### src/lsir_pkg.sv
// lsir_pkg: constants, offsets and carrier types of the line status bank.
// assumes a byte-wide register port; bit 8 of the address picks the link.
package lsir_pkg;
  // clock rate and report period
  localparam int LSIR_SYS_CLK_HZ = 40_000_000;
  localparam int LSIR_REPORT_PERIOD_MS = 1000;
  localparam int LSIR_REPORT_CYCLES = LSIR_SYS_CLK_HZ / 1000 * LSIR_REPORT_PERIOD_MS;
  // link selector and per-link offsets
  localparam int LSIR_ADDR_W = 9;
  localparam int LSIR_LINK_BIT = 8;
  localparam logic [7:0] LSIR_OFS_JA_TX_CTRL = 8'h21;
  localparam logic [7:0] LSIR_OFS_JA_RX_CTRL = 8'h27;
  localparam logic [7:0] LSIR_OFS_MAINT_CTRL = 8'h31;
  localparam logic [7:0] LSIR_OFS_IRQ_EN_0 = 8'h33;
  localparam logic [7:0] LSIR_OFS_IRQ_EN_1 = 8'h34;
  localparam logic [7:0] LSIR_OFS_EDGE_SEL = 8'h35;
  localparam logic [7:0] LSIR_OFS_LINE_STATUS_0 = 8'h36;
  localparam logic [7:0] LSIR_OFS_LINE_STATUS_GAIN = 8'h37;
  localparam logic [7:0] LSIR_OFS_TX_JITTER = 8'h38;
  localparam logic [7:0] LSIR_OFS_RX_JITTER = 8'h39;
  localparam logic [7:0] LSIR_OFS_IRQ_STATUS_0 = 8'h3a;
  localparam logic [7:0] LSIR_OFS_IRQ_STATUS_1 = 8'h3b;
  localparam logic [7:0] LSIR_OFS_COUNT_HIGH = 8'h3c;
  localparam logic [7:0] LSIR_OFS_COUNT_LOW = 8'h3d;
  localparam logic [7:0] LSIR_OFS_REF_CTRL = 8'h3e;
  // field positions
  localparam int LSIR_B_LOSS = 0;
  localparam int LSIR_B_DF = 2;
  localparam int LSIR_B_PEAK = 5;
  localparam int LSIR_B_TRF = 0;
  localparam int LSIR_B_MD = 1;
  localparam int LSIR_B_REFH = 0;
  // status-1 field positions
  localparam int LSIR_B_CNTOV = 0;
  localparam int LSIR_B_CV = 1;
  localparam int LSIR_B_EXZ = 2;
  localparam int LSIR_B_RJA = 4;
  localparam int LSIR_B_TJA = 5;
  localparam int LSIR_B_DAC = 6;
  // writable masks, reserved bits drop out
  localparam logic [7:0] LSIR_MASK_ST0 = 8'h05;
  localparam logic [7:0] LSIR_MASK_ST1 = 8'h77;
  localparam logic [7:0] LSIR_MASK_MAINT = 8'h0f;
  localparam logic [1:0] LSIR_EXZ_COUNT_ON = 2'h1;
  localparam logic [7:0] LSIR_RESET_BYTE = 8'h00;
  localparam logic [15:0] LSIR_COUNT_MAX = 16'hffff;
  // line-side inputs of one link
  typedef struct packed {
    logic driver_fail;
    logic signal_loss;
    logic [4:0] rx_gain_code;
    logic [6:0] tx_pointer_spacing;
    logic [6:0] rx_pointer_spacing;
    logic template_overflow;
    logic tx_fifo_slip;
    logic rx_fifo_slip;
    logic excess_zero;
    logic bipolar_violation;
  } lsir_line_in_t;
  // register port request
  typedef struct packed {
    logic [LSIR_ADDR_W-1:0] addr;
    logic [7:0] wdata;
    logic wr;
    logic rd;
  } lsir_req_t;
endpackage

### src/lsir_bank.sv
// lsir_bank: line status, interrupt status, jitter and error count bank.
// assumes inputs synchronous to sys_clk, events as one-cycle pulses.
`timescale 1ns/1ps

// one link's bank; all registers of one link live here
module lsir_link
  import lsir_pkg::*;
(
  input wire logic sys_clk,
  input wire logic rst,
  input wire logic [7:0] ofs,
  input wire logic [7:0] wdata,
  input wire logic wr,
  input wire logic rd,
  input wire logic second_tick,
  input wire logic mclk,
  input wire logic line_clk,
  input wire lsir_line_in_t line_in,
  output logic [7:0] rd_val,
  output logic irq,
  output logic ref_clock_out
);
  logic [7:0] ja_tx_ctrl; // b5 selects peak mode
  logic [7:0] ja_rx_ctrl;
  logic [7:0] maint_ctrl; // exz enable, report mode, trigger
  logic [7:0] irq_en_0;
  logic [7:0] irq_en_1;
  logic [7:0] edge_sel;
  logic [7:0] ref_ctrl;
  logic [7:0] irq_st_0; // latched status changes
  logic [7:0] irq_st_1; // latched error events
  logic df_q; // previous status, for change detection
  logic loss_q;
  logic [15:0] err_count; // internal excessive-zero counter
  logic [15:0] count_shadow; // copy that software reads
  logic trf_q; // previous transfer trigger
  logic [6:0] tx_max, tx_min, rx_max, rx_min; // peak trackers
  logic [6:0] tx_meas, rx_meas; // measured fields
  logic [7:0] next_st_0, next_st_1;
  logic df_chg, loss_chg, count_on, count_wrap, copy_now;
  logic tx_rd, rx_rd, tx_clr, rx_clr, tx_peak, rx_peak;

  function automatic logic hit(input logic [7:0] a, input logic [7:0] b);
    return a == b;
  endfunction

  // control registers, only documented bits kept
  // reserved bits dropped
  always_ff @(posedge sys_clk or posedge rst) begin
    if (rst) begin
      ja_tx_ctrl <= LSIR_RESET_BYTE;
      ja_rx_ctrl <= LSIR_RESET_BYTE;
      maint_ctrl <= LSIR_RESET_BYTE;
      irq_en_0 <= LSIR_RESET_BYTE;
      irq_en_1 <= LSIR_RESET_BYTE;
      edge_sel <= LSIR_RESET_BYTE;
      ref_ctrl <= LSIR_RESET_BYTE;
    end else if (wr) begin
      if (hit(ofs, LSIR_OFS_JA_TX_CTRL)) ja_tx_ctrl <= wdata & 8'h20;
      if (hit(ofs, LSIR_OFS_JA_RX_CTRL)) ja_rx_ctrl <= wdata & 8'h20;
      if (hit(ofs, LSIR_OFS_MAINT_CTRL)) maint_ctrl <= wdata & LSIR_MASK_MAINT;
      if (hit(ofs, LSIR_OFS_IRQ_EN_0)) irq_en_0 <= wdata & LSIR_MASK_ST0;
      if (hit(ofs, LSIR_OFS_IRQ_EN_1)) irq_en_1 <= wdata & LSIR_MASK_ST1;
      if (hit(ofs, LSIR_OFS_EDGE_SEL)) edge_sel <= wdata & LSIR_MASK_ST0;
      if (hit(ofs, LSIR_OFS_REF_CTRL)) ref_ctrl <= wdata & 8'h01;
    end
  end

  // previous status levels
  always_ff @(posedge sys_clk or posedge rst) begin
    if (rst) begin
      df_q <= 1'b0;
      loss_q <= 1'b0;
    end else begin
      df_q <= line_in.driver_fail;
      loss_q <= line_in.signal_loss;
    end
  end

  assign df_chg = (line_in.driver_fail & ~df_q) |
                  (edge_sel[LSIR_B_DF] & ~line_in.driver_fail & df_q);
  assign loss_chg = (line_in.signal_loss & ~loss_q) |
                    (edge_sel[LSIR_B_LOSS] & ~line_in.signal_loss & loss_q);

  // next latched status; a new event beats a same-cycle clear
  always_comb begin
    next_st_0 = irq_st_0;
    next_st_1 = irq_st_1;
    if (wr && hit(ofs, LSIR_OFS_IRQ_STATUS_0)) next_st_0 = irq_st_0 & ~wdata;
    if (wr && hit(ofs, LSIR_OFS_IRQ_STATUS_1)) next_st_1 = irq_st_1 & ~wdata;
    next_st_0[LSIR_B_DF] = next_st_0[LSIR_B_DF] | df_chg;
    next_st_0[LSIR_B_LOSS] = next_st_0[LSIR_B_LOSS] | loss_chg;
    next_st_1[LSIR_B_DAC] = next_st_1[LSIR_B_DAC] | line_in.template_overflow;
    next_st_1[LSIR_B_TJA] = next_st_1[LSIR_B_TJA] | line_in.tx_fifo_slip;
    next_st_1[LSIR_B_RJA] = next_st_1[LSIR_B_RJA] | line_in.rx_fifo_slip;
    next_st_1[LSIR_B_EXZ] = next_st_1[LSIR_B_EXZ] | line_in.excess_zero;
    next_st_1[LSIR_B_CV] = next_st_1[LSIR_B_CV] | line_in.bipolar_violation;
    next_st_1[LSIR_B_CNTOV] = next_st_1[LSIR_B_CNTOV] | count_wrap;
  end

  // latched status registers
  always_ff @(posedge sys_clk or posedge rst) begin
    if (rst) begin
      irq_st_0 <= LSIR_RESET_BYTE;
      irq_st_1 <= LSIR_RESET_BYTE;
    end else begin
      irq_st_0 <= next_st_0;
      irq_st_1 <= next_st_1;
    end
  end

  assign irq = |(irq_st_0 & irq_en_0) | |(irq_st_1 & irq_en_1);

  // counting needs the exz enable code of 01
  assign count_on = maint_ctrl[3:2] == LSIR_EXZ_COUNT_ON;
  assign count_wrap = count_on && line_in.excess_zero && err_count == LSIR_COUNT_MAX;

  // internal error counter, wraps through zero
  always_ff @(posedge sys_clk or posedge rst) begin
    if (rst) begin
      err_count <= 16'h0000;
    end else if (count_on && line_in.excess_zero) begin
      err_count <= err_count + 16'h0001;
    end
  end

  // auto each second, manual on trigger rise
  assign copy_now = maint_ctrl[LSIR_B_MD] ? second_tick
                                          : (maint_ctrl[LSIR_B_TRF] & ~trf_q);
  always_ff @(posedge sys_clk or posedge rst) begin
    if (rst) begin
      trf_q <= 1'b0;
      count_shadow <= 16'h0000;
    end else begin
      trf_q <= maint_ctrl[LSIR_B_TRF];
      if (copy_now) count_shadow <= err_count;
    end
  end

  // jitter reads and clears
  assign tx_rd = rd && hit(ofs, LSIR_OFS_TX_JITTER);
  assign rx_rd = rd && hit(ofs, LSIR_OFS_RX_JITTER);
  assign tx_clr = wr && hit(ofs, LSIR_OFS_TX_JITTER) && wdata != 8'h00;
  assign rx_clr = wr && hit(ofs, LSIR_OFS_RX_JITTER) && wdata != 8'h00;
  assign tx_peak = ja_tx_ctrl[LSIR_B_PEAK];
  assign rx_peak = ja_rx_ctrl[LSIR_B_PEAK];

  // peak trackers restart from the live spacing after a read or clear
  always_ff @(posedge sys_clk or posedge rst) begin
    if (rst) begin
      tx_max <= 7'h00;
      tx_min <= 7'h7f;
    end else if (tx_rd || tx_clr || !tx_peak) begin
      tx_max <= line_in.tx_pointer_spacing;
      tx_min <= line_in.tx_pointer_spacing;
    end else begin
      if (line_in.tx_pointer_spacing > tx_max) tx_max <= line_in.tx_pointer_spacing;
      if (line_in.tx_pointer_spacing < tx_min) tx_min <= line_in.tx_pointer_spacing;
    end
  end
  always_ff @(posedge sys_clk or posedge rst) begin
    if (rst) begin
      rx_max <= 7'h00;
      rx_min <= 7'h7f;
    end else if (rx_rd || rx_clr || !rx_peak) begin
      rx_max <= line_in.rx_pointer_spacing;
      rx_min <= line_in.rx_pointer_spacing;
    end else begin
      if (line_in.rx_pointer_spacing > rx_max) rx_max <= line_in.rx_pointer_spacing;
      if (line_in.rx_pointer_spacing < rx_min) rx_min <= line_in.rx_pointer_spacing;
    end
  end

  // measured fields; cleared value stands until the next update
  // live spacing; peak-to-peak since read
  always_ff @(posedge sys_clk or posedge rst) begin
    if (rst) begin
      tx_meas <= 7'h00;
      rx_meas <= 7'h00;
    end else begin
      if (tx_clr) tx_meas <= 7'h00;
      else if (tx_peak) tx_meas <= (tx_max > tx_min) ? tx_max - tx_min : 7'h00;
      else tx_meas <= line_in.tx_pointer_spacing;
      if (rx_clr) rx_meas <= 7'h00;
      else if (rx_peak) rx_meas <= (rx_max > rx_min) ? rx_max - rx_min : 7'h00;
      else rx_meas <= line_in.rx_pointer_spacing;
    end
  end

  // read mux, unmapped offsets read zero
  always_comb begin
    case (ofs)
      LSIR_OFS_JA_TX_CTRL: rd_val = ja_tx_ctrl;
      LSIR_OFS_JA_RX_CTRL: rd_val = ja_rx_ctrl;
      LSIR_OFS_MAINT_CTRL: rd_val = maint_ctrl;
      LSIR_OFS_IRQ_EN_0: rd_val = irq_en_0;
      LSIR_OFS_IRQ_EN_1: rd_val = irq_en_1;
      LSIR_OFS_EDGE_SEL: rd_val = edge_sel;
      // driver failure b2; signal loss b0
      LSIR_OFS_LINE_STATUS_0: rd_val = {5'h00, line_in.driver_fail, 1'b0, line_in.signal_loss};
      LSIR_OFS_LINE_STATUS_GAIN: rd_val = {3'h0, line_in.rx_gain_code};
      LSIR_OFS_TX_JITTER: rd_val = {1'b0, tx_meas};
      LSIR_OFS_RX_JITTER: rd_val = {1'b0, rx_meas};
      LSIR_OFS_IRQ_STATUS_0: rd_val = irq_st_0;
      LSIR_OFS_IRQ_STATUS_1: rd_val = irq_st_1;
      LSIR_OFS_COUNT_HIGH: rd_val = count_shadow[15:8];
      LSIR_OFS_COUNT_LOW: rd_val = count_shadow[7:0];
      LSIR_OFS_REF_CTRL: rd_val = ref_ctrl;
      default: rd_val = 8'h00;
    endcase
  end

  // during loss pick mclk or steady high
  assign ref_clock_out = line_in.signal_loss ? (ref_ctrl[LSIR_B_REFH] | mclk) : line_clk;

  // checks
  a_rise_latch: assert property (@(posedge sys_clk) disable iff (rst)
    $rose(line_in.signal_loss) |=> irq_st_0[LSIR_B_LOSS])
    else $error("loss rise not latched");
  a_fall_latch: assert property (@(posedge sys_clk) disable iff (rst)
    $fell(line_in.driver_fail) && !edge_sel[LSIR_B_DF] && !irq_st_0[LSIR_B_DF]
    && !(wr && ofs == LSIR_OFS_IRQ_STATUS_0) |=> !irq_st_0[LSIR_B_DF])
    else $error("driver fall latched in rising mode");
  a_hold_latch: assert property (@(posedge sys_clk) disable iff (rst)
    irq_st_1[LSIR_B_CV] && !(wr && ofs == LSIR_OFS_IRQ_STATUS_1) |=> irq_st_1[LSIR_B_CV])
    else $error("latched bit dropped without clear");
  a_clear_latch: assert property (@(posedge sys_clk) disable iff (rst)
    wr && ofs == LSIR_OFS_IRQ_STATUS_1 && wdata[LSIR_B_TJA] && !line_in.tx_fifo_slip
    |=> !irq_st_1[LSIR_B_TJA])
    else $error("write one did not clear");
  a_slip_set: assert property (@(posedge sys_clk) disable iff (rst)
    line_in.rx_fifo_slip |=> irq_st_1[LSIR_B_RJA])
    else $error("receive slip not latched");
  a_wrap_set: assert property (@(posedge sys_clk) disable iff (rst)
    count_on && line_in.excess_zero && err_count == LSIR_COUNT_MAX
    |=> err_count == 16'h0000 && irq_st_1[LSIR_B_CNTOV])
    else $error("counter overflow not flagged");
  a_manual_copy: assert property (@(posedge sys_clk) disable iff (rst)
    !maint_ctrl[LSIR_B_MD] && $rose(maint_ctrl[LSIR_B_TRF]) |=> count_shadow == $past(err_count))
    else $error("manual transfer missed");
  a_live_space: assert property (@(posedge sys_clk) disable iff (rst)
    !tx_peak && !tx_clr |=> tx_meas == $past(line_in.tx_pointer_spacing))
    else $error("live spacing wrong");
  a_jitter_clr: assert property (@(posedge sys_clk) disable iff (rst)
    rx_clr |=> rx_meas == 7'h00)
    else $error("jitter clear failed");
  a_irq_out: assert property (@(posedge sys_clk) disable iff (rst)
    irq_st_0[LSIR_B_LOSS] && irq_en_0[LSIR_B_LOSS] |-> irq)
    else $error("enabled event without interrupt");
  a_ref_high: assert property (@(posedge sys_clk) disable iff (rst)
    line_in.signal_loss && ref_ctrl[LSIR_B_REFH] |-> ref_clock_out)
    else $error("ref output not high on loss");
  c_both_edges: cover property (@(posedge sys_clk) disable iff (rst)
    edge_sel[LSIR_B_LOSS] && $fell(line_in.signal_loss));
  c_count_wrap: cover property (@(posedge sys_clk) disable iff (rst) count_wrap);
  c_peak_read: cover property (@(posedge sys_clk) disable iff (rst) tx_peak && tx_rd);
  c_set_vs_clear: cover property (@(posedge sys_clk) disable iff (rst)
    line_in.bipolar_violation && wr && ofs == LSIR_OFS_IRQ_STATUS_1);
endmodule

// top: register port, link decode, one-second tick, interrupt pin
module lsir_bank
  import lsir_pkg::*;
#(
  parameter int REPORT_CYCLES = LSIR_REPORT_CYCLES, // one second of sys_clk
  parameter int LINKS = 2
)(
  input wire logic sys_clk,
  input wire logic rst,
  input wire lsir_req_t req,
  output logic [7:0] rdata,
  input wire lsir_line_in_t line_in_0,
  input wire lsir_line_in_t line_in_1,
  input wire logic mclk,
  input wire logic [1:0] line_clk,
  output logic irq_n,
  output logic ref_clock_out_a,
  output logic ref_clock_out_b
);
  logic [31:0] tick_cnt; // one-second divider, shared by both links
  logic second_tick;
  logic [7:0] rd_val [LINKS];
  logic [LINKS-1:0] irq_link, ref_out;
  lsir_line_in_t line_in [LINKS];

  assign line_in[0] = line_in_0;
  assign line_in[1] = line_in_1;

  // free running divider; a shared tick keeps both links in step
  always_ff @(posedge sys_clk or posedge rst) begin
    if (rst) begin
      tick_cnt <= 32'h0000_0000;
    end else if (second_tick) begin
      tick_cnt <= 32'h0000_0000;
    end else begin
      tick_cnt <= tick_cnt + 32'h0000_0001;
    end
  end
  assign second_tick = tick_cnt == 32'(REPORT_CYCLES - 1);

  // one bank per link, address bit 8 selects
  for (genvar i = 0; i < LINKS; i++) begin : g_link
    lsir_link u_link (
      .sys_clk(sys_clk),
      .rst(rst),
      .ofs(req.addr[7:0]),
      .wdata(req.wdata),
      .wr(req.wr && req.addr[LSIR_LINK_BIT] == 1'(i)),
      .rd(req.rd && req.addr[LSIR_LINK_BIT] == 1'(i)),
      .second_tick(second_tick),
      .mclk(mclk),
      .line_clk(line_clk[i]),
      .line_in(line_in[i]),
      .rd_val(rd_val[i]),
      .irq(irq_link[i]),
      .ref_clock_out(ref_out[i])
    );
  end

  // read data stands one cycle after the strobe, zero otherwise
  always_ff @(posedge sys_clk or posedge rst) begin
    if (rst) begin
      rdata <= LSIR_RESET_BYTE;
    end else if (req.rd) begin
      rdata <= rd_val[req.addr[LSIR_LINK_BIT]];
    end else begin
      rdata <= LSIR_RESET_BYTE;
    end
  end

  // active-low pin, either link may pull it
  assign irq_n = ~|irq_link;
  assign ref_clock_out_a = ref_out[0];
  assign ref_clock_out_b = ref_out[1];
endmodule

### config.mk
export PLATFORM = sky130hd
export DESIGN_NAME = lsir_bank
export DESIGN_NICKNAME = d
export VERILOG_FILES = /design/src/lsir_pkg.sv /design/src/lsir_bank.sv
export SDC_FILE = /design/constraint.sdc
export NUM_CORES = 1
export LEC_CHECK = 0
export ABC_AREA = 1
export BUFFER_PORTS_ARGS = -buffer_cell sky130_fd_sc_hd__buf_2
export CORE_UTILIZATION = 69
export CTS_BUF_LIST = sky130_fd_sc_hd__clkbuf_8
export DETAILED_ROUTE_END_ITERATION = 7
export PLACE_DENSITY_LB_ADDON = 0.1
export SLEW_MARGIN = 20
export SYNTH_ARGS = -nofsm -noshare
export SYNTH_HDL_FRONTEND = slang
export SYNTH_HIERARCHICAL = 1
export SYNTH_SLANG_ARGS = --single-unit
### constraint.sdc
create_clock -name sys_clk -period 6.1 [get_ports sys_clk]
set_input_delay 1.22 -clock sys_clk [delete_from_list [all_inputs] [get_ports sys_clk]]
set_output_delay 1.22 -clock sys_clk [all_outputs]
set_load 0.02 [all_outputs]
### After elaboration in Yosys (flattened, before gate mapping)

Cells that the tools add are included.

| word-level totals | value |
|---|---|
| register bits | 260 |
| bits of input ports | 76 |
| output and inout port bits | 11 |
| word-level logic and storage cells | 253 |

| cells by class | value |
|---|---|
| bitwise operators | 59 |
| magnitude comparators | 13 |
| add/subtract/negate cells | 7 |
| reduce and logical (&&, ||, !) cells | 65 |
| multiplexer cells | 43 |
| equal/unequal tests | 20 |

Operators by type and width:

| operator | count |
|---|---|
| $pmux 8 s15 | 2 |
| $mux 7 | 30 |
| $eq 8x6->1 const B | 15 |
| $gt 7x7->1 | 8 |
| $add 16x1->16 const B | 2 |
| $add 32x1->32 const B | 1 |
| $and 8x8->8 | 4 |
| $eq 16x16->1 const B | 2 |
| $eq 32x26->1 const B | 1 |
| $mux 32 | 1 |
| $mux 8 | 4 |
| $reduce_or 8->1 | 4 |
| $lt 7x7->1 | 4 |
| $reduce_and 2->1 | 14 |
| $sub 7x7->7 | 4 |
| $logic_and 1x1->1 | 24 |
| $or 1x1->1 | 24 |
| $and 8x3->8 | 2 |
| $and 8x7->8 | 2 |
| $reduce_bool 2->1 | 8 |
| $and 1x1->1 | 14 |
| $not 1->1 | 11 |
| $logic_or 1x1->1 | 8 |
| $not 8->8 | 1 |
| other kinds (8) | 17 |

### Depth between registers and ports, before layout

Gate-level depths: netlist of the first run.

| logic depth | value |
|---|---|
| word-level depth | 7 |
| gate-level depth with buffers | 12 |
| gate-level depth less buffers | 12 |

### Hierarchy

Netlist of the first run, hierarchy kept.

By module, submodules not included:

| module | cells each | area an instance (um^2) | times used | seq. area each (um^2) |
|---|---|---|---|---|
| lsir_link (g_link[0].u_link) | 897 | 6667.6 | 1 | 2770.2 |
| lsir_link (g_link[1].u_link) | 894 | 6660.1 | 1 | 2770.2 |
| lsir_bank | 316 | 2292.2 | 1 | 1001.0 |

### Worst setup path after synthesis of the first run

No wires, ideal clock.

| timing path | value |
|---|---|
| path kind | input -> output |
| from | input port mclk |
| to | output port ref_clock_out_a |
| data required time | 4880 ps |
| stages on the path | 2 |
| path buffers | 0 |
| arrival time | 1589 ps |
| path slack | 3291 ps |
| cells stage by stage | nor2_1 > a21oi_1 |

| between the ends | value |
|---|---|
| word-level cells in the longest chain between the ends | 2 |

Ends and longest elaborated chain:

| what | line | source |
|---|---|---|
| start, declared | lsir_bank.sv:274 | `input wire logic mclk,` |
| $or 1x1->1 | lsir_bank.sv:214 | `assign ref_clock_out = line_in.signal_loss ? (ref_ctrl[LSIR_B_REFH] \| mclk) : line_clk;` |
| $mux 1 | lsir_bank.sv:214 |  |
| end, declared | lsir_bank.sv:277 | `output logic ref_clock_out_a,` |

No other way between the ends.

### Worst setup path in the final report of the first run

| timing path | value |
|---|---|
| from | register g_link[0].u_link.irq_st_1[1] |
| to | output port irq_n |

| between the ends | value |
|---|---|
| word-level cells in the longest chain between the ends | 5 |

Ends and longest elaborated chain:

| what | line | source |
|---|---|---|
| start, declared | lsir_bank.sv:31 | `logic [7:0] irq_st_1;` |
| start signal, assigned | lsir_bank.sv:108 | `irq_st_1 <= next_st_1;` |
| $and 8x7->8 | lsir_bank.sv:112 | `assign irq = \|(irq_st_0 & irq_en_0) \| \|(irq_st_1 & irq_en_1);` |
| $reduce_or 8->1 | lsir_bank.sv:112 |  |
| $or 1x1->1 | lsir_bank.sv:112 |  |
| via irq_link[0] | lsir_bank.sv:283 | `logic [LINKS-1:0] irq_link, ref_out;` |
| $reduce_or 2->1 | lsir_bank.sv:332 | `assign irq_n = ~\|irq_link;` |
| $logic_not 1->1 | lsir_bank.sv:332 |  |
| end, declared | lsir_bank.sv:276 | `output logic irq_n,` |

The timed path passes the listed nets, and every way through them passes these cells.

==> key figures, run 1 <==
Power and ir drop
  • Pwr per Cell Area: roughly 230 nW/um2
  • Internal Power: between 2 and 3 mW
  • Net Sw Power: ~1.1 mW
  • Lkg Pwr: 9.32 nW
  • Clock share of power: approximately 41%
  • Logic pwr share: approximately an eighth
  • Register share of total power: 46.9%
  • Net Sw Frac: 27.8%
  • Worst VDD drop: about 0.20 mV

Setup path
  • CP max stage delay: approximately 0.42 ns
  • Crit-path max FO: 3
  • Top cell family by delay on the critical path: simple AND/OR/NAND/NOR gates
  • CP required: between 4 and 5 ns
  • Startpoint type of the worst setup path: flop
  • Worst path cell trace: nand2_1 -> o21ai_0 -> a221oi_1 -> nand3_1 -> nor2_1 -> buf_2
  • CP arrival: between 2 and 2.5 ns
  • Setup crit end kind: primary output
  • Critical path's slowest cell: dfrtp_1
  • CP Class: flop to primary output
  • WP buf/inv: 1

Synth
  • Mapped Area: about 16000 um2
  • Area contributors post-synth: dfrtp_1, nand2_1, inv_1
  • Seq/Total Area, Yosys: roughly two fifths
  • Syn Area/Cell: about 7.4 um2
  • Syn. warnings: 6
  • Syn Inst Count: about 2100
  • Synth area leader: dfrtp_1
  • Netlist cell types: 42
  • Syn_nets: between 2000 and 2500
  • Area share of the leading cell type in the synthesized netlist: between 30% and 40%
  • Register bit count reported by yosys: between 200 and 300

Cells and area
  • Layout net count: around 2400
  • Layout cells sized above 1: a little over a tenth
  • Area grow syn2layout: 10.4%
  • Non-Filler Cell Area, Final: ~17000 um2

Clocking
  • Post-CTS Setup Bufs: 0
  • CTS root buf: clkbuf_8
  • Clk Latency, worst-skew pair: between 0.5 and 0.6 ns
  • H-tree depth: 2
  • CTS resizes: 0
  • Worst-path clk slew: ~0.060 ns
  • Inserted Clock Buffers: 44
  • Clock sink count: 260
  • Post-CTS Hold Fix Bufs: 0
  • CTS tree: done
  • CTS Buffer Depth: 3

STA
  • Rel. slew slack: between 30% and 40%
  • Final Hold Viols: 0
  • Final Max Tran Viols: 0
  • Post-Route Skew: between 0.01 and 0.015 ns
  • Slew @ Worst Pin: 0.943 ns
  • RSZ-0062 raised after global routing: no
  • Setup violators final: 0
  • FMAX: 0.298 GHz
  • Final TNS setup: 0 ns
  • Final worst path period share: between 50 and 60%
  • Crit path time final: around 3.4 ns

Route
  • DRC violations left: 6
  • Router iterations before antenna repair: 7
  • Routed via count: 14600
  • Drt total wl: around 43000 um
  • Wire per inst: between 15 and 20 um
  • Post-DRT Antenna Nets: 0
  • DRT iter0 DRCs: roughly 1300
  • Post-DR vias/cell: about 5.8

Min path
  • Hold crit path type: flop to flop

Floorplanning
  • # IOs: between 80 and 90
  • Core area: about 22000 um2
  • Initial Util: between 70 and 80%
  • Die W: 152 um
  • Full die area: around 23000 um2
  • Die Y: ~150 um
  • Core Rows: 54

Run status
  • Violated checks: DRC
  • Run status: finished with violations

Global route
  • Largest net degree at the start of global routing: 73
  • Total gr overflow: 0
  • Global-route wire length before repair: between 70000 and 80000 um
  • Vias in the first global route: 14600
  • Initial antenna violation count: 1
  • Total track usage: between 30% and 40%

Placement
  • IO Port Bufs: between 80 and 90
  • Area post-placement: 16300 um2
  • Gp weighted congestion: between 1 and 1.5
  • Detailed Place HPWL: 32500 um

Flow run
  • Number of max-cap violations: 0
[sequential cells by signal, summed over array words and instances, names as in the netlist]
register and count:
g_link.u_link/tx_max 14, g_link.u_link/ja_rx_ctrl 2, g_link.u_link/ref_ctrl 2, g_link.u_link/irq_en_0 4, g_link.u_link/rx_meas 14, g_link.u_link/tx_meas 14, g_link.u_link/count_shadow 32, g_link.u_link/tx_min 14
g_link.u_link/edge_sel 4, g_link.u_link/rx_min 14, g_link.u_link/rx_max 14, g_link.u_link/maint_ctrl 8, tick_cnt 32, g_link.u_link/trf_q 2, rdata 8, g_link.u_link/err_count 32
g_link.u_link/ja_tx_ctrl 2, g_link.u_link/loss_q 2, g_link.u_link/irq_en_1 12, g_link.u_link/irq_st_0 16, g_link.u_link/df_q 2, g_link.u_link/irq_st_1 16
[stage by stage]
| step | setup WS [ns] | cells | hold WS [ns] | utilization [%] | total power, mW |
|---|---|---|---|---|---|
| after global routing | 2.75 | 2530 | 0.447 | 78.3 | 4.13 |
| after detailed placement | 2.95 | 2449 | 0.423 | 74.1 | 2.36 |
| final | 2.74 | 2532 | 0.440 | 78.3 | 3.96 |
| after CTS | 2.82 | 2529 | 0.438 | 78.3 | 3.97 |
| after global placement | 2.99 | 2449 | 0.417 | 74.1 | 2.34 |
| after floorplan | 2.00 | 2107 | 0.395 | - | 2.19 |
[metal layers]
layer	GRT usage, %	routed length, um	up-vias	share of wire, %
li1	-	-	6956	-
met1	48.6	17500	6885	40
met2	64.7	21000	660	48
met3	5.97	3300	135	7.6
met4	16.1	1610	0	3.7
met5	0	0	-	0
[cell usage after synthesis (all sizes together)]
library cell and number:
clkinv 3, inv 328, o211ai 5, nand3b 2, a31oi 1, ha 83
clkbuf 16, nand3 135, nor2 221, o2111ai 2, o22ai 10, o21bai 4
xor2 27, xnor2 19, nor4 1, fa 4, dfstp 28, nor3 13
nand4 94, a221oi 3, mux2 4, a22o 10, buf 13, o21a 11
dfrtp 232, o21ai 99, o31ai 2, a21oi 79, nand2 658
[layout by cell type, fill, tap and decap left out, types with 10 or more instances in the layout]
master / n
nand2_1: 643
inv_1: 334
dfrtp_1: 232
nor2_1: 204
nand3_1: 124
nand4_1: 93
o21ai_0: 91
buf_2: 86
ha_1: 83
a21oi_1: 79
clkbuf_8: 55
dfstp_2: 28
xor2_1: 27
xnor2_1: 19
nand2_2: 12
nor3_1: 11
nand3_2: 11
o21a_1: 11
a22o_1: 10
o22ai_1: 10
[final timing paths]
| path | from | endpoint | slack [ns] | cells past startpoint |
|---|---|---|---|---|
| setup reg to reg | tick_cnt[1] | g_link[0].u_link/count_shadow[11] | 3.67 | 9 |
| max in group asynchronous | rst | g_link[0].u_link/tx_max[6] | 4.07 | 3 |
| min in group asynchronous | rst | g_link[0].u_link/irq_en_0[2] | 0.76 | 2 |
| setup / recovery | g_link[0].u_link/irq_st_1[1] | irq_n | 2.74 | 6 |
| hold / removal | g_link[0].u_link/maint_ctrl[0] | g_link[0].u_link/trf_q | 0.44 | 0 |
| hold reg to reg | g_link[0].u_link/maint_ctrl[0] | g_link[0].u_link/trf_q | 0.44 | 0 |
[final cells by class]
| class | count | area, um2 |
|---|---|---|
| Fill cell | 1627 | 4780 |
| Timing Repair Buffer | 91 | 468 |
| Clock buffer | 55 | 757 |
| Clock inverter | 25 | 165 |
| Multi-Input combinational cell | 1487 | 7710 |
| Antenna cell | 3 | 7.51 |
| Inverter | 331 | 1250 |
| Tap cell | 280 | 350 |
| Sequential cell | 260 | 6540 |
[cells by family (layout without fill, tap and decap cells)]
logic type / Yosys count / in the layout / share of synthesized area (%)
AND/OR/NAND/NOR: 1124 / 1124 / 31.2
buffers and inverters: 360 / 502 / 8.83
flip-flops: 260 / 260 / 41.9
AO/OA/AOI/OAI: 226 / 226 / 8.04
adder cells (fa/ha/maj): 87 / 87 / 7.16
XOR/XNOR: 46 / 46 / 2.58
multiplexers: 4 / 4 / 0.288
other: 0 / 3 / 0
[power by group through the flow]
stage	logic, mW	clock network (mW)	registers [mW]
3_5_place_dp	0.480	0	1.88
2_1_floorplan	0.331	0	1.86
5_1_grt	0.557	1.71	1.86
6_report	0.494	1.61	1.86
3_3_place_gp	0.461	0	1.88
4_1_cts	0.487	1.62	1.85
[worst reg2reg max path: stages, from the launching register on]
cell and delay (ns):
dfrtp_1 0.40, ha_1 0.24, nand2_2 0.11, nor2_8 0.16, nand4_1 0.14, nor2_2 0.33, nand2_1 0.15, o31ai_2 0.08
buf_4 0.32, mux2_2 0.38
(Power assumes the default switching activity.)
==> run 2, diff against run 1 <==
--- a/config.mk
+++ b/config.mk
@@ -5,9 +5,9 @@
 export SDC_FILE = /design/constraint.sdc
 export NUM_CORES = 1
 export LEC_CHECK = 0
-export ABC_AREA = 1
+export ABC_AREA = 0
 export BUFFER_PORTS_ARGS = -buffer_cell sky130_fd_sc_hd__buf_2
-export CORE_UTILIZATION = 69
+export CORE_UTILIZATION = 64
 export CTS_BUF_LIST = sky130_fd_sc_hd__clkbuf_8
 export DETAILED_ROUTE_END_ITERATION = 7
 export PLACE_DENSITY_LB_ADDON = 0.1
==> constraint.sdc (replaced) <==
create_clock -name sys_clk -period 3.3 [get_ports sys_clk]
set_input_delay 0.66 -clock sys_clk [delete_from_list [all_inputs] [get_ports sys_clk]]
set_output_delay 0.66 -clock sys_clk [all_outputs]
set_load 0.02 [all_outputs]
==> run 2 against run 1 <==
The flow now finishes without violations. Largest cell class unchanged. Power rose by 77%. Sequential power rose by 81%. Sequential share of layout area rose by 1.4 points. Clock power rose by 75%. Clock skew rose by 0.0059 ns. Synthesized cell count fell by 34%. Critical path type unchanged. Wire length fell by 15%.
==> key figures, run 2 <==
Clocking
  • CTS Buffer Depth: 3 (unchanged)
  • H-tree depth: 2 (unchanged)
  • CTS resizes: 0 (unchanged)
  • Inserted Clock Buffers: 43 (was 44)
  • Post-CTS Setup Bufs: 0 (unchanged)
  • CTS tree: done (unchanged)
  • Clk Latency, worst-skew pair: 0.55 ns (about the same)
  • CTS root buf: clkbuf_8 (unchanged)
  • Clock sink count: 260 (unchanged)
  • Worst-path clk slew: 0.06 ns (about the same)
  • Post-CTS Hold Fix Bufs: 0 (unchanged)

Setup path
  • Worst path cell trace: a22oi_1 -> nand4_1 -> nor2_1 -> buf_2 (was nand2_1 -> o21ai_0 -> a221oi_1 -> nand3_1 -> nor2_1 -> buf_2)
  • Critical Path Start: g_link[1].u_link/irq_en_1[2] (was g_link[0].u_link/irq_st_1[1])
  • CP Class: flop to primary output (unchanged)
  • Startpoint type of the worst setup path: flop (unchanged)
  • Worst r2r src: g_link[1].u_link/rx_min[1] (was tick_cnt[1])
  • Setup crit end kind: primary output (unchanged)
  • Critical path's slowest cell: dfrtp_1 (unchanged)
  • CP arrival: 1.70 ns (was 2.14 ns)
  • CP required: 2.64 ns (was 4.88 ns)
  • CP max stage delay: 0.40 ns (was 0.42 ns)
  • Crit-path max FO: 3 (unchanged)

STA
  • FMAX: 0.423 GHz
  • Final TNS setup: 0 ns (unchanged)
  • Final worst path period share: 71.6%
  • RSZ-0062 raised after global routing: no (unchanged)
  • Final Max Tran Viols: 0 (unchanged)
  • Rel. slew slack: 47.5% (was 36.9%)
  • Post-Route Skew: 0.0206 ns (was 0.0147 ns)
  • Final WS setup: 0.937 ns (was 2.74 ns)
  • Setup violators final: 0 (unchanged)
  • Slew @ Worst Pin: 0.786 ns (was 0.943 ns)
  • Crit path time final: between 2 and 2.5 ns
  • Final Hold Viols: 0 (unchanged)

Synth
  • Syn_nets: 1548 (was 2270)
  • Post-synth EDFFs: 0 (unchanged)
  • Area contributors post-synth: dfrtp_1, mux2_2, ha_1 (was dfrtp_1, nand2_1, inv_1)
  • Synth area leader: dfrtp_1 (unchanged)
  • Synth Flop Type: dfrtp_1 (unchanged)
  • Register bit count reported by yosys: 260 (unchanged)
  • Seq/Total Area, Yosys: 44.0% (was 41.9%)
  • Syn Area/Cell: 10.7 um2 (was 7.41 um2)
  • Most frequent cell after synthesis: dfrtp_1 (was nand2_1)
  • Syn. warnings: 6 (unchanged)
  • Netlist cell types: 92 (was 42)
  • Syn Inst Count: 1385 (was 2107)
  • Area share of the leading cell type in the synthesized netlist: 39.0% (was 37.2%)
  • Mapped Area: 14900 um2 (was 15600 um2)
  • Commonest cells post-synth: dfrtp_1, mux2_2, ha_1 (was nand2_1, inv_1, dfrtp_1)
  • Async set or reset register ratio after synthesis: 100% (unchanged)

Cells and area
  • Commonest non-fill, non-tap cell in the layout: dfrtp_1 (was nand2_1)
  • Largest registers: g_link.u_link/count_shadow (32), g_link.u_link/err_count (32), tick_cnt (32) (unchanged)
  • Final Non-Filler Cells: 1829 (was 2532)
  • Layout net count: 1674 (was 2378)
  • Layout cells sized above 1: 24.1% (was 10.9%)
  • # diodes: 0 (was 3)
  • Commonest non-fill, non-tap cells in the layout: dfrtp_1, mux2_2, inv_1, buf_2, ha_1 (was nand2_1, inv_1, dfrtp_1, nor2_1, nand3_1)
  • Area grow syn2layout: 11.9% (was 10.4%)
  • Non-Filler Cell Area, Final: 16600 um2 (was 17200 um2)
  • Fin util: 73.3% (was 78.3%)
  • Fillers: 1668 (was 1627)

Placement
  • Gp weighted congestion: 0.945 (was 1.02)
  • Area post-placement: 15800 um2 (was 16300 um2)
  • IO Port Bufs: 86 (unchanged)
  • Detailed Place HPWL: 26900 um (was 32500 um)
  • Post-Place Cells: 1751 (was 2449)
  • Pre-CTS worst setup slack: 0.462 ns (was 2.95 ns)

Route
  • DRT iter0 DRCs: 825 (was 1316)
  • Routed via count: 11500 (was 14600)
  • Wire per inst: 20.1 um (was 17.1 um)
  • Post-DR vias/cell: 6.28 (was 5.78)
  • DRC violations left: 0 (was 6)
  • Router iterations before antenna repair: 6 (was 7)
  • Drt total wl: 36700 um (was 43400 um)
  • Post-DRT Antenna Nets: 0 (unchanged)

Global route
  • Largest net degree at the start of global routing: 111 (was 73)
  • Total track usage: 31.7% (was 38.0%)
  • Initial antenna violation count: 0 (was 1)
  • Total gr overflow: 0 (unchanged)
  • Global-route wire length before repair: 59800 um (was 70800 um)
  • Vias in the first global route: 11300 (was 14600)

Power and ir drop
  • Lkg Pwr: 7.75 nW (was 9.32 nW)
  • Pwr per Cell Area: 422 nW/um2 (was 230 nW/um2)
  • Worst VDD drop: 0.370 mV (was 0.202 mV)

Run status
  • Run status: completed (was finished with violations)

Floorplanning
  • Core area: 22700 um2 (was 22000 um2)
  • Core Rows: 55 (was 54)
  • # IOs: 87 (unchanged)
  • Die Y: 154 um (was 152 um)
  • Die W: 154 um (was 152 um)
  • Initial Util: 65.5% (was 70.9%)
  • Full die area: 23800 um2 (was 23200 um2)

Min path
  • Hold crit path type: primary input to flop (was flop to flop)
  • Hold path start: line_in_1[25] (was g_link[0].u_link/maint_ctrl[0])

Flow run
  • Number of max-cap violations: 0 (unchanged)
-- run 2: cell types whose count changed in the layout (fill, tap and decap cells not counted), moves of 23 or more --
cell     before  now
inv_1       334   97
mux2i_1       0   25
buf_4         5   28
nor2_1      204   72
nand2_1     643   81
o21ai_0      91   44
mux2_2        4  113
nand3_1     124   70
a22oi_1       0   25
nand4_1      93   28
-- run 2: critical path: cells and delay by family, from the launching register on --
kind / cells / cell delay (ns)
AO/OA/AOI/OAI: 1 / 0.26
buffers and inverters: 1 / 0.20
AND/OR/NAND/NOR: 2 / 0.30
flip-flops: 1 / 0.40
-- run 2: kinds of logic after synthesis --
family                   Yosys count  share of synthesized area, %
AND/OR/NAND/NOR                  421                          15.9
buffers and inverters            119                          3.18
flip-flops                       260                          44.0
multiplexers                     161                          12.9
AO/OA/AOI/OAI                    283                          13.3
adder cells (fa/ha/maj)           87                          7.52
XOR/XNOR                          54                          3.18
-- run 2: layer usage --
metal / track usage, % / vias up / wire length, um
met5: 0 / - / 0
met4: 9.01 / 0 / 829
met3: 4.29 / 58 / 2150
met2: 52.6 / 394 / 17600
met1: 43.9 / 5682 / 16100
li1: - / 5347 / -
-- run 2: metrics by stage --
stage	hold WS, ns	power (mW)
after global routing	0.263	7.30
after floorplan	0.381	3.96
after CTS	0.248	7.07
after global placement	0.451	4.23
final	0.269	7.02
after detailed placement	0.448	4.26
-- run 2: worst paths after layout --
| kind | end | slack (ns) | depth (start not counted) |
|---|---|---|---|
| setup / recovery | irq_n | 0.94 | 4 |
| min in group asynchronous | g_link[0].u_link/irq_en_1[0] | 0.28 | 2 |
| hold reg to reg | g_link[0].u_link/trf_q | 0.47 | 0 |
| setup reg to reg | g_link[1].u_link/rx_min[4] | 0.96 | 7 |
| hold / removal | g_link[1].u_link/df_q | 0.27 | 1 |
| max in group asynchronous | g_link[0].u_link/tx_min[3] | 2.20 | 3 |
-- run 2: power by group --
part | internal, mW | leakage, nW | switching [mW]
Sequential | 3.29 | 3.30 | 0.0674
Combinational | 0.349 | 3.94 | 0.510
Clock | 1.51 | 0.508 | 1.30
-- run 2: area by class of cell --
cell class | count | area [um2] | share of cell area (%)
Multi-Input combinational cell | 1006 | 7860 | 47.2
Sequential cell | 260 | 6540 | 39.3
Timing Repair Buffer | 118 | 721 | 4.33
Clock buffer | 52 | 716 | 4.30
Tap cell | 285 | 357 | 2.14
Inverter | 82 | 315 | 1.89
Clock inverter | 26 | 139 | 0.834
==> run 3, diff against run 2 <==
==> constraint.sdc (replaced) <==
create_clock -name sys_clk -period 2.25 [get_ports sys_clk]
set_input_delay 0.45 -clock sys_clk [delete_from_list [all_inputs] [get_ports sys_clk]]
set_output_delay 0.45 -clock sys_clk [all_outputs]
set_load 0.02 [all_outputs]
==> run 3 against run 2 <==
Power rose by 54%. Final cell count rose by 5.7%. Combinational power rose by 62%. First-iteration DRC count fell by 4.5%. Wire length rose by 3.0%. Critical path type unchanged. Largest cell class unchanged. Largest power group unchanged. Highest routed layer unchanged.
==> key figures, run 3 (synthesis results as in run 2) <==
Run status
  • Run status: completed (unchanged)

Cells and area
  • # diodes: 0 (unchanged)
  • Non-Filler Cell Area, Final: 17600 um2 (was 16600 um2)
  • Fin util: 77.6% (was 73.3%)
  • Area grow syn2layout: 18.5% (was 11.9%)
  • Largest registers: g_link.u_link/count_shadow (32), g_link.u_link/err_count (32), tick_cnt (32) (unchanged)
  • Layout cells sized above 1: 29.8% (was 24.1%)
  • Commonest non-fill, non-tap cells in the layout: dfrtp_1, buf_4, mux2_2, inv_1, buf_2 (was dfrtp_1, mux2_2, inv_1, buf_2, ha_1)
  • Final Non-Filler Cells: 1934 (was 1829)
  • Commonest non-fill, non-tap cell in the layout: dfrtp_1 (unchanged)
  • Layout net count: 1776 (was 1674)

STA
  • Final WS setup: 0.0384 ns (was 0.937 ns)
  • Post-Route Skew: 0.0196 ns (was 0.0206 ns)
  • Final hold slack: 0.0486 ns (was 0.269 ns)
  • Final TNS setup: 0 ns (unchanged)
  • Slew @ Worst Pin: 0.708 ns (was 0.786 ns)
  • Rel. slew slack: 52.7% (was 47.5%)
  • RSZ-0062 raised after global routing: yes (was no)
  • Final Max Tran Viols: 0 (unchanged)
  • Setup violators final: 0 (unchanged)
  • FMAX: between 0.4 and 0.5 GHz
  • Final worst path period share: a little over nine tenths
  • Final Hold Viols: 0 (unchanged)
  • Crit path time final: ~2.2 ns

Power and ir drop
  • Net Sw Frac: 26.1% (was 26.7%)
  • Logic pwr share: 12.8% (was 12.2%)
  • Tot Pwr: 10.8 mW (was 7.02 mW)
  • Register share of total power: 45.6% (was 47.8%)
  • Pwr per Cell Area: 613 nW/um2 (was 422 nW/um2)
  • Internal Power: 7.98 mW (was 5.15 mW)
  • Net Sw Power: 2.82 mW (was 1.88 mW)
  • Lkg Pwr: 8.32 nW (was 7.75 nW)
  • Clock share of power: 41.5% (was 40.0%)
  • Worst VDD drop: 0.440 mV (was 0.370 mV)

Setup path
  • R2r endpoint: g_link[1].u_link/tx_max[2] (was g_link[1].u_link/rx_min[4])
  • Startpoint type of the worst setup path: flop (unchanged)
  • CP arrival: 1.76 ns (was 1.70 ns)
  • Worst r2r src: g_link[1].u_link/tx_max[2] (was g_link[1].u_link/rx_min[1])
  • Crit-path max FO: 3 (unchanged)
  • CP Class: flop to primary output (unchanged)
  • Flop-to-flop setup slack: 0.08 ns (was 0.96 ns)
  • Setup crit end kind: primary output (unchanged)
  • FF-to-FF path depth: 7 (unchanged)
  • CP required: 1.80 ns (was 2.64 ns)
  • Crit path to: irq_n (unchanged)
  • Critical Path Start: g_link[0].u_link/irq_st_1[0] (was g_link[1].u_link/irq_en_1[2])

Clocking
  • Inserted Clock Buffers: 45 (was 43)
  • CTS Buffer Depth: 3 (unchanged)
  • Clock sink count: 260 (unchanged)
  • H-tree depth: 2 (unchanged)
  • Clk Latency, worst-skew pair: 0.55 ns (about the same)
  • CTS tree: done (unchanged)
  • CTS root buf: clkbuf_8 (unchanged)
  • Worst-path clk slew: 0.06 ns (about the same)

Placement
  • IO Port Bufs: 86 (unchanged)
  • Detailed Place HPWL: 28600 um (was 26900 um)
  • Pre-CTS worst setup slack: -0.128 ns (was 0.462 ns)
  • Area post-placement: 16600 um2 (was 15800 um2)
  • Gp weighted congestion: 0.956 (was 0.945)
  • Post-Place Cells: 1847 (was 1751)

Route
  • Post-DRT Antenna Nets: 0 (unchanged)
  • Wire per inst: 19.6 um (was 20.1 um)
  • Post-DR vias/cell: 6.16 (was 6.28)
  • DRT iter0 DRCs: 788 (was 825)
  • Routed via count: 11900 (was 11500)
  • DRC violations left: 0 (unchanged)
  • Drt total wl: 37900 um (was 36700 um)
  • Router iterations before antenna repair: 5 (was 6)

Floorplanning
  • Core area: 22700 um2 (unchanged)
  • Initial Util: 65.5% (unchanged)
  • Die W: 154 um (unchanged)
  • Full die area: 23800 um2 (unchanged)
  • # IOs: 87 (unchanged)
  • Die Y: 154 um (unchanged)
  • Core Rows: 55 (unchanged)

Global route
  • Total gr overflow: 0 (unchanged)
  • Vias in the first global route: 11900 (was 11300)
  • Total track usage: 32.6% (was 31.7%)
  • Global-route wire length before repair: 61200 um (was 59800 um)
  • Largest net degree at the start of global routing: 64 (was 111)
  • Initial antenna violation count: 0 (unchanged)

Min path
  • Hold crit path type: primary input to flop (unchanged)

Flow run
  • Number of max-cap violations: 0 (unchanged)
==> run 3: per-layer routing <==
layer | share of wire [%] | vias up | global-route usage [%]
met5 | 0 | - | 0
met4 | 3.7 | 0 | 13.3
met3 | 6.3 | 109 | 4.65
met2 | 46 | 447 | 52.4
met1 | 44 | 5795 | 44.7
li1 | - | 5560 | -
==> run 3: layout make-up <==
class                   instances  area, um2
repair buffers                218       1530
clock inverters                25        164
fillers                      1544       5090
multi-input cells            1006       7920
clock buffers                  58        798
flip-flops and latches        260       6540
inverters                      82        315
well taps                     285        357
==> run 3: repair_timing <==
action,4_1_cts,5_1_grt
hold buffers,1,0
buffers inserted,0,3
endpoints found under the hold margin,14,0
pin swaps,0,6
gates resized for setup,1,12
endpoints found under the setup margin,7,58
==> run 3: power by group through the flow <==
stage          Clock, mW  Sequential, mW  Combinational (mW)
2_1_floorplan          0            4.97               0.841
5_1_grt             4.77            4.93                1.53
3_5_place_dp           0            5.00                1.34
6_report            4.49            4.93                1.39
4_1_cts             4.57            4.92                1.36
3_3_place_gp           0            5.00                1.31
==> run 3: worst min path at each step <==
stage | startpoint | endpoint | slack, ns | cells past startpoint
floorplan | g_link[0].u_link/maint_ctrl[0] | g_link[0].u_link/trf_q | 0.38 | 0
global placement | g_link[0].u_link/maint_ctrl[0] | g_link[0].u_link/trf_q | 0.41 | 0
detailed placement | g_link[0].u_link/maint_ctrl[0] | g_link[0].u_link/trf_q | 0.41 | 0
CTS | line_in_1[25] | g_link[1].u_link/df_q | 0.03 | 1
global route | line_in_1[25] | g_link[1].u_link/df_q | 0.04 | 1
finish | line_in_1[25] | g_link[1].u_link/df_q | 0.05 | 1
==> run 3: critical path, stage by stage, from the launching register on <==
cell	delay, ns
dfrtp_1	0.42
a22oi_1	0.19
nand4_1	0.23
nor2_2	0.21
buf_4	0.16
